--- src/or_move_consts.svh ---
`ifndef OR_MOVE_CONSTS_SVH
`define OR_MOVE_CONSTS_SVH
// Opcode fields of the three instructions handled here.
`define OP_OR_LIT       4'hd
`define OP_OR_LIT_MSB   11
`define OP_OR_LIT_LSB   8
`define OP_OR_FREG      6'h04
`define OP_MOVE_FREG    6'h08
`define OP_REG_MSB      11
`define OP_REG_LSB      6
`define DEST_BIT        5
`define FADDR_MSB       4
`define LIT_MSB         7
`define ACC_RESET       8'h00
`define ZERO_RESET      1'b0
`define EXEC_CYCLES     1
`endif

--- src/or_move_pkg.sv ---
package or_move_pkg;
  // Decoded operation selected by the current instruction word.
  typedef enum logic [1:0] {
    OP_NONE,
    OP_OR_LIT,
    OP_OR_FREG,
    OP_MOVE_FREG
  } op_kind_t;

  // Request toward the register file, raised only by instructions that write back to a file register.
  typedef struct packed {
    logic       wr_en;
    logic [4:0] addr;
    logic [7:0] data;
  } freg_wr_t;

  // Instruction from the fetch stage.
  typedef struct packed {
    logic        valid;
    logic [11:0] word;
  } instr_t;
endpackage : or_move_pkg

--- src/instr_decode.sv ---
`timescale 1ns/1ps
`include "or_move_consts.svh"
// Purely combinational decoder; shared by execute logic and its checks.
module instr_decode (
  // Instruction in
  input  wire logic [11:0]         word,
  // Decoded fields out
  output or_move_pkg::op_kind_t    kind,
  output logic                     dest_freg,
  output logic [4:0]               faddr,
  output logic [7:0]               literal
);
  // Match opcodes on their upper bits only; low bits are operands.
  always_comb begin
    kind = or_move_pkg::OP_NONE;
    if (word[`OP_OR_LIT_MSB:`OP_OR_LIT_LSB] == `OP_OR_LIT) begin
      kind = or_move_pkg::OP_OR_LIT;
    end else if (word[`OP_REG_MSB:`OP_REG_LSB] == `OP_OR_FREG) begin
      kind = or_move_pkg::OP_OR_FREG;
    end else if (word[`OP_REG_MSB:`OP_REG_LSB] == `OP_MOVE_FREG) begin
      kind = or_move_pkg::OP_MOVE_FREG;
    end
  end

  // Operand fields.
  assign dest_freg = word[`DEST_BIT];
  assign faddr     = word[`FADDR_MSB:0];
  assign literal   = word[`LIT_MSB:0];
endmodule : instr_decode

--- src/or_and_move_instruction_exec.sv ---
`timescale 1ns/1ps
`include "or_move_consts.svh"
module or_and_move_instruction_exec (
  // Clock and reset
  input  wire logic                 mclk,
  input  wire logic                 rst_n,
  // Instruction from fetch stage
  input  wire or_move_pkg::instr_t  instr,
  // Register file read port
  output logic [4:0]                freg_rd_addr,
  input  wire logic [7:0]           freg_rd_data,
  // Register file write request
  output or_move_pkg::freg_wr_t     freg_wr,
  // Architectural state
  output logic [7:0]                acc,
  output logic                      zero_flag
);
  or_move_pkg::op_kind_t kind;
  logic                  dest_freg;
  logic [4:0]            faddr;
  logic [7:0]            literal;
  logic [7:0]            acc_reg;
  logic [7:0]            acc_next;
  logic                  zero_reg;
  logic                  zero_next;
  logic [7:0]            result;
  or_move_pkg::freg_wr_t wr_reg;
  or_move_pkg::freg_wr_t wr_next;

  instr_decode u_dec (
    .word      (instr.word),
    .kind      (kind),
    .dest_freg (dest_freg),
    .faddr     (faddr),
    .literal   (literal)
  );

  // The file register is read combinationally in the same cycle.
  assign freg_rd_addr = faddr;

  // Result and destination for each instruction, settled in one cycle.
  always_comb begin
    acc_next  = acc_reg;
    zero_next = zero_reg;
    wr_next   = '0;
    result    = 8'h00;
    if (instr.valid) begin
      case (kind)
        or_move_pkg::OP_OR_LIT: begin
          result    = acc_reg | literal;
          acc_next  = result;
          zero_next = (result == 8'h00);
        end
        or_move_pkg::OP_OR_FREG: begin
          result    = acc_reg | freg_rd_data;
          zero_next = (result == 8'h00);
          if (dest_freg) begin
            wr_next = '{wr_en: 1'b1, addr: faddr, data: result};
          end else begin
            acc_next = result;
          end
        end
        or_move_pkg::OP_MOVE_FREG: begin
          result    = freg_rd_data;
          // Zero updates even on a self-move so software can test a register.
          zero_next = (result == 8'h00);
          if (dest_freg) begin
            wr_next = '{wr_en: 1'b1, addr: faddr, data: result};
          end else begin
            acc_next = result;
          end
        end
        default: begin
          acc_next = acc_reg;
        end
      endcase
    end
  end

  // Registers only; the write request is registered so data leaves a flop.
  always_ff @(posedge mclk) begin
    if (!rst_n) begin
      acc_reg  <= `ACC_RESET;
      zero_reg <= `ZERO_RESET;
      wr_reg   <= '0;
    end else begin
      acc_reg  <= acc_next;
      zero_reg <= zero_next;
      wr_reg   <= wr_next;
    end
  end

  assign acc       = acc_reg;
  assign zero_flag = zero_reg;
  assign freg_wr   = wr_reg;

  // Checks.
  property p_or_lit;
    @(posedge mclk) disable iff (!rst_n)
      instr.valid && kind == or_move_pkg::OP_OR_LIT
      |=> acc == ($past(acc) | $past(literal));
  endproperty
  a_or_lit: assert property (p_or_lit) else $error("literal OR wrong");

  property p_or_freg;
    @(posedge mclk) disable iff (!rst_n)
      instr.valid && kind == or_move_pkg::OP_OR_FREG && !dest_freg
      |=> acc == ($past(acc) | $past(freg_rd_data));
  endproperty
  a_or_freg: assert property (p_or_freg) else $error("register OR wrong");

  property p_dest_freg;
    @(posedge mclk) disable iff (!rst_n)
      instr.valid && kind == or_move_pkg::OP_OR_FREG && dest_freg
      |=> freg_wr.wr_en && freg_wr.addr == $past(faddr) && $stable(acc);
  endproperty
  a_dest_freg: assert property (p_dest_freg) else $error("OR dest wrong");

  property p_move_acc;
    @(posedge mclk) disable iff (!rst_n)
      instr.valid && kind == or_move_pkg::OP_MOVE_FREG && !dest_freg
      |=> acc == $past(freg_rd_data) && !freg_wr.wr_en;
  endproperty
  a_move_acc: assert property (p_move_acc) else $error("move to acc wrong");

  property p_move_self_zero;
    @(posedge mclk) disable iff (!rst_n)
      instr.valid && kind == or_move_pkg::OP_MOVE_FREG && dest_freg
      |=> zero_flag == ($past(freg_rd_data) == 8'h00) && $stable(acc);
  endproperty
  a_move_self_zero: assert property (p_move_self_zero) else $error("self move Z");

  property p_zero_match;
    @(posedge mclk) disable iff (!rst_n)
      instr.valid && kind != or_move_pkg::OP_NONE
      && !(kind == or_move_pkg::OP_MOVE_FREG || dest_freg && kind != or_move_pkg::OP_OR_LIT)
      |=> zero_flag == (acc == 8'h00);
  endproperty
  a_zero_match: assert property (p_zero_match) else $error("zero flag wrong");

  property p_idle_hold;
    @(posedge mclk) disable iff (!rst_n)
      !instr.valid |=> $stable(acc) && $stable(zero_flag) && !freg_wr.wr_en;
  endproperty
  a_idle_hold: assert property (p_idle_hold) else $error("state moved when idle");

  property p_wr_data;
    @(posedge mclk) disable iff (!rst_n)
      instr.valid && kind == or_move_pkg::OP_MOVE_FREG && dest_freg
      |=> freg_wr.data == $past(freg_rd_data);
  endproperty
  a_wr_data: assert property (p_wr_data) else $error("self move data wrong");

  // An OR that goes back to the register file still writes the ORed value.
  property p_or_wr_data;
    @(posedge mclk) disable iff (!rst_n)
      instr.valid && kind == or_move_pkg::OP_OR_FREG && dest_freg
      |=> freg_wr.data == ($past(acc) | $past(freg_rd_data));
  endproperty
  a_or_wr_data: assert property (p_or_wr_data) else $error("OR write data wrong");

  // Zero follows the result even when the accumulator is left alone.
  property p_or_wr_zero;
    @(posedge mclk) disable iff (!rst_n)
      instr.valid && kind == or_move_pkg::OP_OR_FREG && dest_freg
      |=> zero_flag == (($past(acc) | $past(freg_rd_data)) == 8'h00);
  endproperty
  a_or_wr_zero: assert property (p_or_wr_zero) else $error("OR write zero wrong");

  // Words that decode to none of the three leave every piece of state alone.
  property p_refused_hold;
    @(posedge mclk) disable iff (!rst_n)
      instr.valid && kind == or_move_pkg::OP_NONE
      |=> $stable(acc) && $stable(zero_flag) && !freg_wr.wr_en;
  endproperty
  a_refused_hold: assert property (p_refused_hold) else $error("refused word moved state");

  // The read address must follow the current word, since the read is combinational.
  property p_rd_addr;
    @(posedge mclk) disable iff (!rst_n)
      instr.valid |-> freg_rd_addr == instr.word[4:0];
  endproperty
  a_rd_addr: assert property (p_rd_addr) else $error("read address wrong");

  // A write-back pulse lasts one cycle unless another write-back follows it.
  property p_wr_pulse;
    @(posedge mclk) disable iff (!rst_n)
      freg_wr.wr_en && !(instr.valid && dest_freg && kind != or_move_pkg::OP_NONE
      && kind != or_move_pkg::OP_OR_LIT) |=> !freg_wr.wr_en;
  endproperty
  a_wr_pulse: assert property (p_wr_pulse) else $error("write pulse too long");

  // Reset leaves the accumulator clear, zero low and no write pending.
  property p_reset_values;
    @(posedge mclk)
      !rst_n |=> acc == `ACC_RESET && zero_flag == `ZERO_RESET && !freg_wr.wr_en;
  endproperty
  a_reset_values: assert property (p_reset_values) else $error("reset values wrong");

  // Scenario covers for the main paths.
  c_or_lit_zero: cover property (@(posedge mclk) disable iff (!rst_n)
    instr.valid && kind == or_move_pkg::OP_OR_LIT ##1 zero_flag);
  c_or_freg_wr: cover property (@(posedge mclk) disable iff (!rst_n)
    instr.valid && kind == or_move_pkg::OP_OR_FREG && dest_freg);
  c_move_self: cover property (@(posedge mclk) disable iff (!rst_n)
    instr.valid && kind == or_move_pkg::OP_MOVE_FREG && dest_freg ##1 zero_flag);
  c_or_freg_acc: cover property (@(posedge mclk) disable iff (!rst_n)
    instr.valid && kind == or_move_pkg::OP_OR_FREG && !dest_freg);
endmodule : or_and_move_instruction_exec

--- config.mk ---
export PLATFORM = sky130hd
export DESIGN_NAME = or_and_move_instruction_exec
export DESIGN_NICKNAME = d
export VERILOG_FILES = /design/src/or_move_pkg.sv /design/src/instr_decode.sv /design/src/or_and_move_instruction_exec.sv
export VERILOG_INCLUDE_DIRS = /design/src
export SDC_FILE = /design/constraint.sdc
export NUM_CORES = 1
export LEC_CHECK = 0
export ABC_AREA = 1
export BUFFER_PORTS_ARGS = -buffer_cell sky130_fd_sc_hd__buf_2
export CAP_MARGIN = 20
export CORE_ASPECT_RATIO = 0.5
export CORE_MARGIN = 5
export CORE_UTILIZATION = 37
export CTS_CLUSTER_DIAMETER = 150
export DETAILED_ROUTE_END_ITERATION = 10
export MAX_ROUTING_LAYER = met4
export PLACE_DENSITY = 0.74
export SYNTH_ARGS = -nofsm -noshare
export SYNTH_HDL_FRONTEND = slang
export SYNTH_HIERARCHICAL = 1
export SYNTH_SLANG_ARGS = --single-unit
--- constraint.sdc ---
create_clock -name mclk -period 1.4 [get_ports mclk]
set_clock_uncertainty 0.05 [all_clocks]
set_input_delay 0.07 -clock mclk [delete_from_list [all_inputs] [get_ports mclk]]
set_output_delay 0.07 -clock mclk [all_outputs]
set_load 0.01 [all_outputs]
==> results of run 1 <==
layout make-up:
class                           instances  area (µm²)
Multi-Input combinational cell        111         513
Sequential cell                        23         460
Inverter                               28         105
Clock buffer                            3        41.3
Clock inverter                          1        5.00
Fill cell                             311        1520
Timing Repair Buffer                   63         373
Tap cell                               40        50.0
worst max-delay path: stages:
cell                            delay (ns)
sky130_fd_sc_hd__dlygate4sd3_1        0.53
sky130_fd_sc_hd__buf_2                0.13
sky130_fd_sc_hd__nor2_1               0.13
sky130_fd_sc_hd__nand2_1              0.09
sky130_fd_sc_hd__nor2_1               0.13
sky130_fd_sc_hd__nand3_1              0.09
sky130_fd_sc_hd__nand2_1              0.07
sky130_fd_sc_hd__nor2_1               0.04
sky130_fd_sc_hd__nor2_1               0.07
cells by family (layout without fill, tap and decap cells):
| logic type | Yosys count | after routing | share of synthesized area |
|---|---|---|---|
| AOI/OAI and AO/OA | 31 | 31 | 0.132 |
| DFF | 23 | 23 | 0.381 |
| xor gates and xnor gates | 1 | 1 | 0.00726 |
| and+or+nand+nor | 79 | 79 | 0.286 |
| buffers and inverters | 45 | 95 | 0.194 |
how the worst max path moves through the flow:
| stage | start | to | slack, ns | cells past startpoint |
|---|---|---|---|---|
| detailed placement | instr[11] | acc[5] | -0.03 | 9 |
| finish | instr[1] | zero_flag | 0.23 | 9 |
| CTS | acc[0] | zero_flag | 0.23 | 6 |
| global placement | instr[11] | acc[5] | 0.02 | 9 |
| global route | instr[7] | acc[5] | 0.07 | 9 |
| floorplan | instr[7] | acc[4] | 0.20 | 10 |
metal layers:
metal  vias to the layer above  GRT usage  wire [µm]
li1                        637          -          -
met2                        35      0.230       1370
met4                         0     0.0512         49
met1                       534      0.164       1380
met5                         -          -          0
met3                         4     0.0463        202
through the flow:
step                      instances  cell area, µm²  hold WS, ns  setup TNS (ns)  setup WS, ns
after floorplan                 179            1210        0.158               0         0.196
after global placement          260            1450        0.262               0        0.0176
after detailed placement        260            1450        0.258         -0.0898       -0.0327
after CTS                       269            1550       0.0395               0         0.233
after global routing            269            1550       0.0697               0        0.0744
final                           269            1550       0.0401               0         0.225
synth_stat cells:
| cell type | number |
|---|---|
| sky130_fd_sc_hd__inv_2 | 1 |
| sky130_fd_sc_hd__nand3_1 | 5 |
| sky130_fd_sc_hd__buf_4 | 15 |
| sky130_fd_sc_hd__nor2_4 | 1 |
| sky130_fd_sc_hd__a21o_1 | 1 |
| sky130_fd_sc_hd__o21ai_0 | 10 |
| sky130_fd_sc_hd__buf_2 | 1 |
| sky130_fd_sc_hd__nor2_1 | 40 |
| sky130_fd_sc_hd__nand2_1 | 26 |
| sky130_fd_sc_hd__xnor2_1 | 1 |
| sky130_fd_sc_hd__nand2_4 | 1 |
| sky130_fd_sc_hd__a31oi_1 | 1 |
| sky130_fd_sc_hd__nor3_1 | 1 |
| sky130_fd_sc_hd__nor3_4 | 1 |
| sky130_fd_sc_hd__nand4_1 | 1 |
| sky130_fd_sc_hd__dfxtp_1 | 23 |
| sky130_fd_sc_hd__buf_6 | 1 |
| sky130_fd_sc_hd__a21oi_1 | 19 |
| sky130_fd_sc_hd__nor3_2 | 1 |
| sky130_fd_sc_hd__inv_1 | 26 |
| sky130_fd_sc_hd__or2_2 | 2 |
| sky130_fd_sc_hd__clkinv_1 | 1 |
power groups by stage:
| stage | Clock (µW) | Sequential, µW | Combinational [µW] |
|---|---|---|---|
| floorplan | 0 | 693 | 126 |
| global placement | 0 | 690 | 186 |
| detailed placement | 0 | 690 | 189 |
| CTS | 435 | 675 | 201 |
| global route | 464 | 677 | 225 |
| finish | 433 | 675 | 200 |
==> impl_summary.md, run 1 <==
Clock tree
TritonCTS built the clock tree. The buffer count from post-CTS setup fixing is 0. The clock-pin slew on the worst setup and hold paths is 0.09 ns. CTS placed an instance of sky130_fd_sc_hd__clkbuf_8 at the clock tree root. Counting the buffers created by CTS gives 3. Post-CTS repair changed the size of 0 cells. The maximum buffer depth of the clock tree is 2. Clock latency on the worst-skew pair, taken at its later pin, is 0.27 ns. The number of H-tree levels is 1. For this design, the CTS-stage hold fixing added 5 buffers. The clock net in this run drives a total of 23 sinks.

Pwr
The cell leakage power is approximately 0.00091 µW. Summed over all nets, the switching power comes to between 300 and 400 µW. The proportion of power drawn by the clock network is 0.331. Of the total power, the share spent switching nets is 0.271. The sum of internal, switching and leakage power is around 1300 µW.

The maximum resistive drop on vdd is 0.412 mV. The internal power of the cells totals 953 µW. Dividing total power by cell area gives a power density of 845 nW/µm².

The power share of the sequential group is 0.516. The power share of the combinational group is 0.153.

Status
The flow ran to the end, and the final reports show no timing, DRC or antenna violations.

Global routing
The initial antenna violation count is 0. Summed over all layers, the global routing overflow is 0. The via count of the first global-routing pass was 1,110. The global-route wire length before repair is 4950 µm. In the global route stage, overall resource usage came out at 0.141. Entering global routing, the biggest net connects 17 pins.

Synthesis
Of the post-synthesis cell area, the dominant cell type holds 0.381. The number of nets produced by synthesis is 202. The mapped netlist covers 1210 µm². The number of distinct library cells after synthesis is 22. The synthesized instance count is 179. The total number of yosys warnings is 6.

The post-synthesis area per instance is just under 7 µm². The post-synthesis cell type with the largest combined area is sky130_fd_sc_hd__dfxtp_1. For this run, the register share of the synthesized area comes to 0.381.

The synthesized design contains 23 register bits. Ranked by total cell area, the synthesized netlist is headed by sky130_fd_sc_hd__dfxtp_1 (38%), sky130_fd_sc_hd__nor2_1 (12%), sky130_fd_sc_hd__buf_4 (9.3%), sky130_fd_sc_hd__inv_1 (8.1%), sky130_fd_sc_hd__nand2_1 (8.1%).

Worst setup path
The beginning of the worst register-to-register path is acc[0]. Data on the critical path is required at its endpoint by 1.57 ns. The setup path with the least slack is of type in2reg. The maximum fanout along the worst path is 3.

The kind of launch point of the worst setup path is an input port. For the worst flop-to-flop path, the logic depth is 6. The endpoint type of the worst setup path is a flop. The data arrival time of the worst path is 1.34 ns. The reg-to-reg critical path endpoint is zero_flag. The worst-case register-to-register setup slack is between 0.2 and 0.25 ns.

Timing
The peak clock frequency supported by timing is 851 MHz. The final worst-path cycle share is 0.839. Headroom to the max-slew limit came out at 0.715. The transition time at the pin with the least slew margin is 0.423 ns. The hold violation total from the final report is 0. After layout, the minimum clock period comes to about 1.2 ns. The max-slew violation count is 0. Setup violations remaining at the end of the flow were counted as 0. Setup repair after global routing left no endpoint under its margin.

Worst hold path
The hold-critical path depth is 5. The worst hold endpoint is freg_wr[4]. The worst hold path begins at freg_rd_data[4]. The class of the most critical hold timing path is in2reg.

Detailed routing
The detailed-route wire length per cell is 11.2 µm. The total DRC errors in the routed layout is 0. The detail route stage leaves a number of antenna-violating nets equal to 0. In this run, the number of DRC markers left after iteration 0 of detailed routing was 47.

After detailed routing, the number of vias per cell comes to about 4.5. The via count is 1,210. The pre-antenna-repair detailed-routing pass consisted of 4 iterations. The routed design has around 3000 µm of wire.

Run
The count of maximum capacitance violations is 0.

Finish
At the end of the flow the core is filled with cells to 0.505. Leaving out fill and tap cells, the most frequent cell in the layout is sky130_fd_sc_hd__buf_2. The register with the most flip-flops in the layout has 14 of them. The number of nets in the final layout is approximately 250. In the layout the commonest cells are sky130_fd_sc_hd__buf_2 (50), sky130_fd_sc_hd__nor2_1 (40), sky130_fd_sc_hd__inv_1 (26), sky130_fd_sc_hd__nand2_1 (26), sky130_fd_sc_hd__dfxtp_1 (23).

Of the cells placed in the final design, the portion with a size suffix greater than 1 is 0.301. The repair_antennas step left the layout with diodes totalling 0. From synthesis to final layout, the design area changed by 28.2%.

Placement
At the end of routability-driven placement, the weighted congestion stood at ~0.85. The HPWL after detailed placement is roughly 2400 µm. The number of port buffers is 50.

Floorplan
For this configuration, the core starts out at a cell density of 0.394. The vertical die dimension is 50.4 µm. The chip width is 90.8 µm. 51 I/O pins were placed. The floorplan step defined a die boundary enclosing 4580 µm². The floorplan row count is 14. The core area is 3070 µm².
Note: power is estimated with default switching activity, not from simulation.
==> run 2, diff against run 1 <==
PLACE_DENSITY = 0.77   (was 0.74)
clock period = 1 ns   (was 1.4 ns; I/O delays follow)
==> run 2 against run 1 <==
Against the previous run: critical path depth increased by 1; sequential power is 40% higher; the run now ends with setup timing left; total power is 50% higher; wire length grew 24%; non-clock buffer count up 19; die area did not move; setup slack lost 0.32 ns; largest cell class unchanged; highest routed layer unchanged; sequential share of layout area is 4.8 points lower; sequential cell count unchanged.
==> impl_summary.md, run 2 (synthesis results as in run 1) <==
Clock tree
The clock-pin slew on the worst setup and hold paths came to 0.09 ns (about the same). The number of buffers inserted during clock tree synthesis was 3 (unchanged). The maximum buffer depth of the clock tree is 2 (unchanged). The number of H-tree levels was 1 (unchanged). The cell at the root of the clock tree is sky130_fd_sc_hd__clkbuf_8. The clock latency of the later-clocked register in the worst-skew pair is 0.27 ns (about the same). The CTS sink count is 23 (unchanged). The TritonCTS clock tree is yes.

Timing
The accumulated negative setup slack was -0.397 ns (-0.397 ns). Counting I/O delays and the setup requirement, the final critical path takes 1.09 ns. The worst max-slew margin expressed relative to the limit was 0.773 (+0.0577).

The worst hold margin is 0.0357 ns (-0.00440 ns). The max-slew violation count is 0 (unchanged). Of the available clock period, the critical path in the final layout requires 1.09. The transition time at the pin with the least slew margin is 0.339 ns (-0.0832 ns). The peak clock frequency supported by timing is 914 MHz. The count of endpoints failing setup in the final report is 13 (+13). The worst path setup slack after routing came to -0.0938 ns (-0.319 ns).

Setup repair after global routing could not meet its margin everywhere. The hold violation total from the final report came to 0 (unchanged).

Worst hold path
The path class of the tightest hold or removal check is in2reg.

Global routing
The global route total overflow is 0 (unchanged). The initial antenna violation count is 0 (unchanged). The overall routing resource usage is 0.155 (+0.0145). The largest net degree at the start of global routing is 14 (-3). The via count of the first global-routing pass is 1,328 (+20%). The global-route wire length before repair is 5640 µm (+14%).

Detailed routing
The detailed-route wire length per cell was 13.0 µm (+16%). The first-pass iteration count of the detailed router is 5 (+1). The final antenna-violating net count came to 0 (unchanged).

The DRC violation total after the first TritonRoute iteration is 96 (+100%). The per-cell via count in the routed design is 4.79 (+6.4%). The via count is 1,379 (+14%). The total DRC errors in the routed layout is 0 (unchanged). The total wire length is 3740 µm (+24%).

Floorplan
The number of top-level design ports is 51 (unchanged). The floorplan row count was 14 (unchanged). The chip width is 90.8 µm (unchanged).

The area of the die came to 4580 µm² (unchanged). The initial core utilization was 0.394 (unchanged). The vertical die dimension is 50.4 µm (unchanged). The core area is 3070 µm² (unchanged).

Finish
The fraction of layout instances using a drive strength above 1 is 0.552 (+0.251). The library cell used most frequently in the layout, excluding fill and tap cells, is sky130_fd_sc_hd__buf_2. In the layout the commonest cells are sky130_fd_sc_hd__buf_2 (43), sky130_fd_sc_hd__buf_4 (23), sky130_fd_sc_hd__inv_1 (22). The count of inserted antenna diode cells was 0 (unchanged). The flip-flop count of the largest register, all copies and words added is 14 (unchanged).

The number of nets in the final layout came to 272 (+7.5%). The share of the core filled with cells is 0.624 (+0.119). The layout overhead on the synthesized area is 58.3%.

Worst setup path
The worst endpoint required time is 1.14 ns (-0.43 ns). The kind of launch point of the worst setup path is an input port. The worst setup path is of the in2reg kind.

The endpoint type of the worst setup path is a flop. The data arrival time of the worst path is 1.23 ns (-0.11 ns). The maximum fanout along the worst path was 7 (+4).

Status
The checks that failed: setup timing. The run finished, with violations left.

Placement
The post-detailed-placement half-perimeter wirelength is 2680 µm (+12%). The final estimated routing congestion in global placement was 0.908 (+6.4%). The number of port buffers is 50 (unchanged).

Pwr
The maximum resistive drop on vdd is 0.621 mV (+51%). The total power density per cell area is 1030 nW/µm² (+22%). The cell leakage power came to 0.00103 µW (+14%).

Run
The count of maximum capacitance violations came to 0 (unchanged).
-- run 2: cell count changes in the layout (fill, tap and decap cells not counted), moves of 8 or more --
cell / change
sky130_fd_sc_hd__nor2_1: -19
sky130_fd_sc_hd__nor2_2: +12
sky130_fd_sc_hd__buf_4: +16
sky130_fd_sc_hd__buf_6: +11
sky130_fd_sc_hd__nand2_1: -8
sky130_fd_sc_hd__nand2_2: +8
-- run 2: metal layers --
metal / share of wire / track usage
met1: 0.43 / 0.175
met2: 0.48 / 0.264
met3: 0.069 / 0.0388
met4: 0.028 / 0.0707
met5: 0 / -
-- run 2: power breakdown --
part	leakage, µW	switching, µW	internal [µW]	total [µW]
Combinational	0.000816	215	202	417
Sequential	0.000190	18.5	926	945
Clock	0.0000255	323	279	602
Total	0.00103	557	1410	1960
-- run 2: final cells by class --
type | instances | area (µm²)
Clock inverter | 1 | 5.00
Multi-Input combinational cell | 111 | 664
Inverter | 28 | 113
Timing Repair Buffer | 82 | 562
Fill cell | 260 | 1150
Sequential cell | 23 | 477
Tap cell | 40 | 50.0
Clock buffer | 3 | 41.3
-- run 2: through the flow --
| step | power, µW | instance area [µm²] | instances | worst slack (ns) |
|---|---|---|---|---|
| 3_5_place_dp | 1290 | 1590 | 277 | -0.365 |
| 5_1_grt | 2050 | 1910 | 288 | -0.170 |
| 2_1_floorplan | 1160 | 1230 | 179 | -0.0866 |
| 3_3_place_gp | 1280 | 1590 | 277 | -0.298 |
| 4_1_cts | 1920 | 1730 | 287 | -0.0601 |
| 6_report | 1960 | 1910 | 288 | -0.0938 |
-- run 2: path summary, 6_finish.rpt --
| check | startpoint | to | slack, ns | cells after the start |
|---|---|---|---|---|
| max | instr[9] | acc[1] | -0.09 | 10 |
| min | rst_n | acc[5] | 0.04 | 3 |
| max reg2reg | acc[1] | acc[1] | -0.07 | 5 |
| min reg2reg | acc[5] | acc[5] | 0.50 | 2 |
-- run 2: what timing repair did --
action,in CTS,in global routing
gates resized for setup,15,55
endpoints found under the setup margin,11,24
pin swaps,11,7
buffers inserted,1,1
hold buffers,5,0
endpoints found under the hold margin,5,0
-- run 2: worst max-delay path, cell delays in order --
cell                      delay, ns
sky130_fd_sc_hd__buf_2         0.12
sky130_fd_sc_hd__xnor2_2       0.20
sky130_fd_sc_hd__nor2_4        0.07
sky130_fd_sc_hd__buf_6         0.14
sky130_fd_sc_hd__nand2_4       0.08
sky130_fd_sc_hd__inv_2         0.04
sky130_fd_sc_hd__nor2_4        0.13
sky130_fd_sc_hd__buf_4         0.17
sky130_fd_sc_hd__o21ai_0       0.09
sky130_fd_sc_hd__a21oi_1       0.16
==> run 3, diff against run 2 <==
PLACE_DENSITY = 0.74   (was 0.77)
clock period = 1.2 ns   (was 1 ns; I/O delays follow)
==> run 3 against run 2 <==
Against the previous run: the flow now finishes without violations; register-to-register slack gained 0.14 ns; setup slack gained 0.14 ns; cell count shrank 4.2%; combinational power shrank 38%; largest power group unchanged; non-clock buffer count shrank 12; largest cell class unchanged; die area is the same.
==> impl_summary.md, run 3 (synthesis results as in run 1) <==
Status
The run finished with clean final reports.

Detailed routing
The via count is 1,241 (-10%). The final antenna-violating net count is 0 (unchanged). The total wire length is 3060 µm (-18%). The first-pass iteration count of the detailed router is 4 (-1).

The DRC violation total after the first TritonRoute iteration was 115 (+20%). The total DRC errors in the routed layout came to 0 (unchanged). The per-cell via count in the routed design is 4.50 (-6.1%).

The detailed-route wire length per cell came to 11.1 µm (-14%).

Worst setup path
STA classifies the critical path endpoint as a flop. The maximum fanout along the worst path is 3 (-4). The maximum cell stage delay along the critical path is 0.54 ns (+0.34 ns). The number of cells traversed by the worst register-to-register path is 6 (+1). The worst endpoint required time was 1.36 ns (+0.22 ns). The kind of launch point of the worst setup path is an input port. The data arrival time of the worst path was 1.32 ns (+0.09 ns).

The slowest cell on the critical path is sky130_fd_sc_hd__dlygate4sd3_1. The worst register-to-register path ends at zero_flag. The worst-case register-to-register setup slack is 0.07 ns (+0.14 ns).

The beginning of the worst register-to-register path is acc[6]. Traced cell by cell, the critical path runs through dlygate4sd3_1 > buf_2 > nor2_2 > nand2_1 > nor2_2 > nand3_1 > nand2_1 > nor2_1 > nor2_1. The critical path in this run is classified as in2reg.

Clock tree
The clock latency of the later-clocked register in the worst-skew pair is 0.27 ns (about the same). The number of buffers inserted during clock tree synthesis is 3 (unchanged). The cell at the root of the clock tree is sky130_fd_sc_hd__clkbuf_8. The clock-pin slew on the worst setup and hold paths is 0.08 ns (about the same). The maximum buffer depth of the clock tree is 2 (unchanged). TritonCTS built the clock tree. The number of H-tree levels is 1 (unchanged). The CTS sink count came to 23 (unchanged).

Timing
The transition time at the pin with the least slew margin is 0.314 ns (-0.0258 ns). The worst path setup slack after routing is 0.0449 ns (+0.139 ns). The worst hold margin is 0.0203 ns (-0.0153 ns). The accumulated negative setup slack is 0 ns (+0.397 ns).

The max-slew violation count was 0 (unchanged). The worst max-slew margin expressed relative to the limit is 0.790 (+0.0173). The count of endpoints failing setup in the final report came to 0 (-13). The clock period could shrink to 1.16 ns.

The hold violation total from the final report is 0 (unchanged). For this run, the top clock speed supported by timing is 866 MHz. In the finished design, the share of the clock period the worst path needs comes to 0.963.

Global routing
The global route total overflow is 0 (unchanged). The largest net degree at the start of global routing is 17 (+3). The via count of the first global-routing pass is 1,144 (-14%). The initial antenna violation count is 0 (unchanged). The overall routing resource usage is 0.139 (-0.0159). The global-route wire length before repair is 5090 µm (-9.8%).

Placement
The post-detailed-placement half-perimeter wirelength is 2480 µm (-7.4%). The final estimated routing congestion in global placement is 0.877 (-3.5%). The number of port buffers is 50 (unchanged). The worst slack at placement was -0.239 ns (+0.126 ns).

Worst hold path
The worst hold path begins at rst_n. The worst hold endpoint is acc[6]. The hold-critical path depth came to 3 (unchanged).

The class of the most critical hold timing path is in2reg.

Floorplan
The core area is 3070 µm² (unchanged). The chip width was 90.8 µm (unchanged). The vertical die dimension is 50.4 µm (unchanged). The area of the die is 4580 µm² (unchanged). The initial core utilization is 0.394 (unchanged). The number of top-level design ports is 51 (unchanged). The floorplan row count was 14 (unchanged).

Finish
In the layout the commonest cells are sky130_fd_sc_hd__buf_2 (50), sky130_fd_sc_hd__nor2_1 (31), sky130_fd_sc_hd__inv_1 (26). Leaving out fill and tap cells, the most frequent cell in the layout is sky130_fd_sc_hd__buf_2. The fraction of layout instances using a drive strength above 1 is 0.369 (-0.184). The final-layout fill cell count was 304 (+17%).

The area growth from synthesis to layout is 36.1%. The number of nets in the final layout is 260 (-4.4%). The area taken by flip-flops and latches is 462 µm² (-3.1%). The count of inserted antenna diode cells is 0 (unchanged).

The flip-flop count of the largest register, all copies and words added is 14 (unchanged). The total area of multi-input combinational cells came to 538 µm² (-19%).

Pwr
The cell leakage power is 0.000943 µW (-8.5%). The total power density per cell area is 934 nW/µm² (-9.1%). The maximum resistive drop on vdd came to 0.569 mV (-8.3%).

Run
The count of maximum capacitance violations came to 0 (unchanged).
## run 3: area by class of cell
| class | instances | share of cell area |
|---|---|---|
| multi-input cells | 111 | 0.327 |
| flip-flops and latches | 23 | 0.281 |
| clock buffers | 3 | 0.0251 |
| inverters | 28 | 0.0640 |
| clock inverters | 1 | 0.00305 |
| well taps | 40 | 0.0305 |
| repair buffers | 70 | 0.269 |
## run 3: what timing repair did
item,in CTS,in global routing
hold endpoints to repair,5,0
hold buffers,5,0
endpoints found under the setup margin,0,19
gates resized for setup,0,14
setup buffers,0,1
## run 3: critical path: cells and delay by family
kind	cells	cell delay (ns)
buffers and inverters	2	0.68
AND/OR/NAND/NOR	7	0.58
## run 3: worst max path at each step
stage,depth (start not counted),from,endpoint
2_1_floorplan,10,instr[7],acc[4]
3_3_place_gp,9,instr[7],acc[5]
3_5_place_dp,9,instr[7],acc[5]
4_1_cts,9,instr[0],zero_flag
5_1_grt,6,acc[0],zero_flag
6_report,9,instr[4],zero_flag
## run 3: metrics by stage
step | std cells | area (µm²) | total power (µW) | util
final | 276 | 1640 | 1530 | 0.536
after global routing | 276 | 1640 | 1630 | 0.536
after CTS | 275 | 1590 | 1540 | 0.520
after detailed placement | 266 | 1500 | 1040 | 0.488
after global placement | 266 | 1500 | 1030 | 0.488
after floorplan | 179 | 1210 | 956 | -
## run 3: report_power, final
group	leakage (µW)	switching (µW)	internal, µW
clock	0.0000255	254	232
sequential	0.000186	12.9	775
combinational	0.000732	138	123
total	0.000943	405	1130
## run 3: per-layer routing
metal	GRT usage	up-vias	part of all wire
met5	-	-	0
met4	0.0293	0	0
met2	0.233	40	0.48
met1	0.171	545	0.44
li1	-	656	-
met3	0.0388	0	0.077
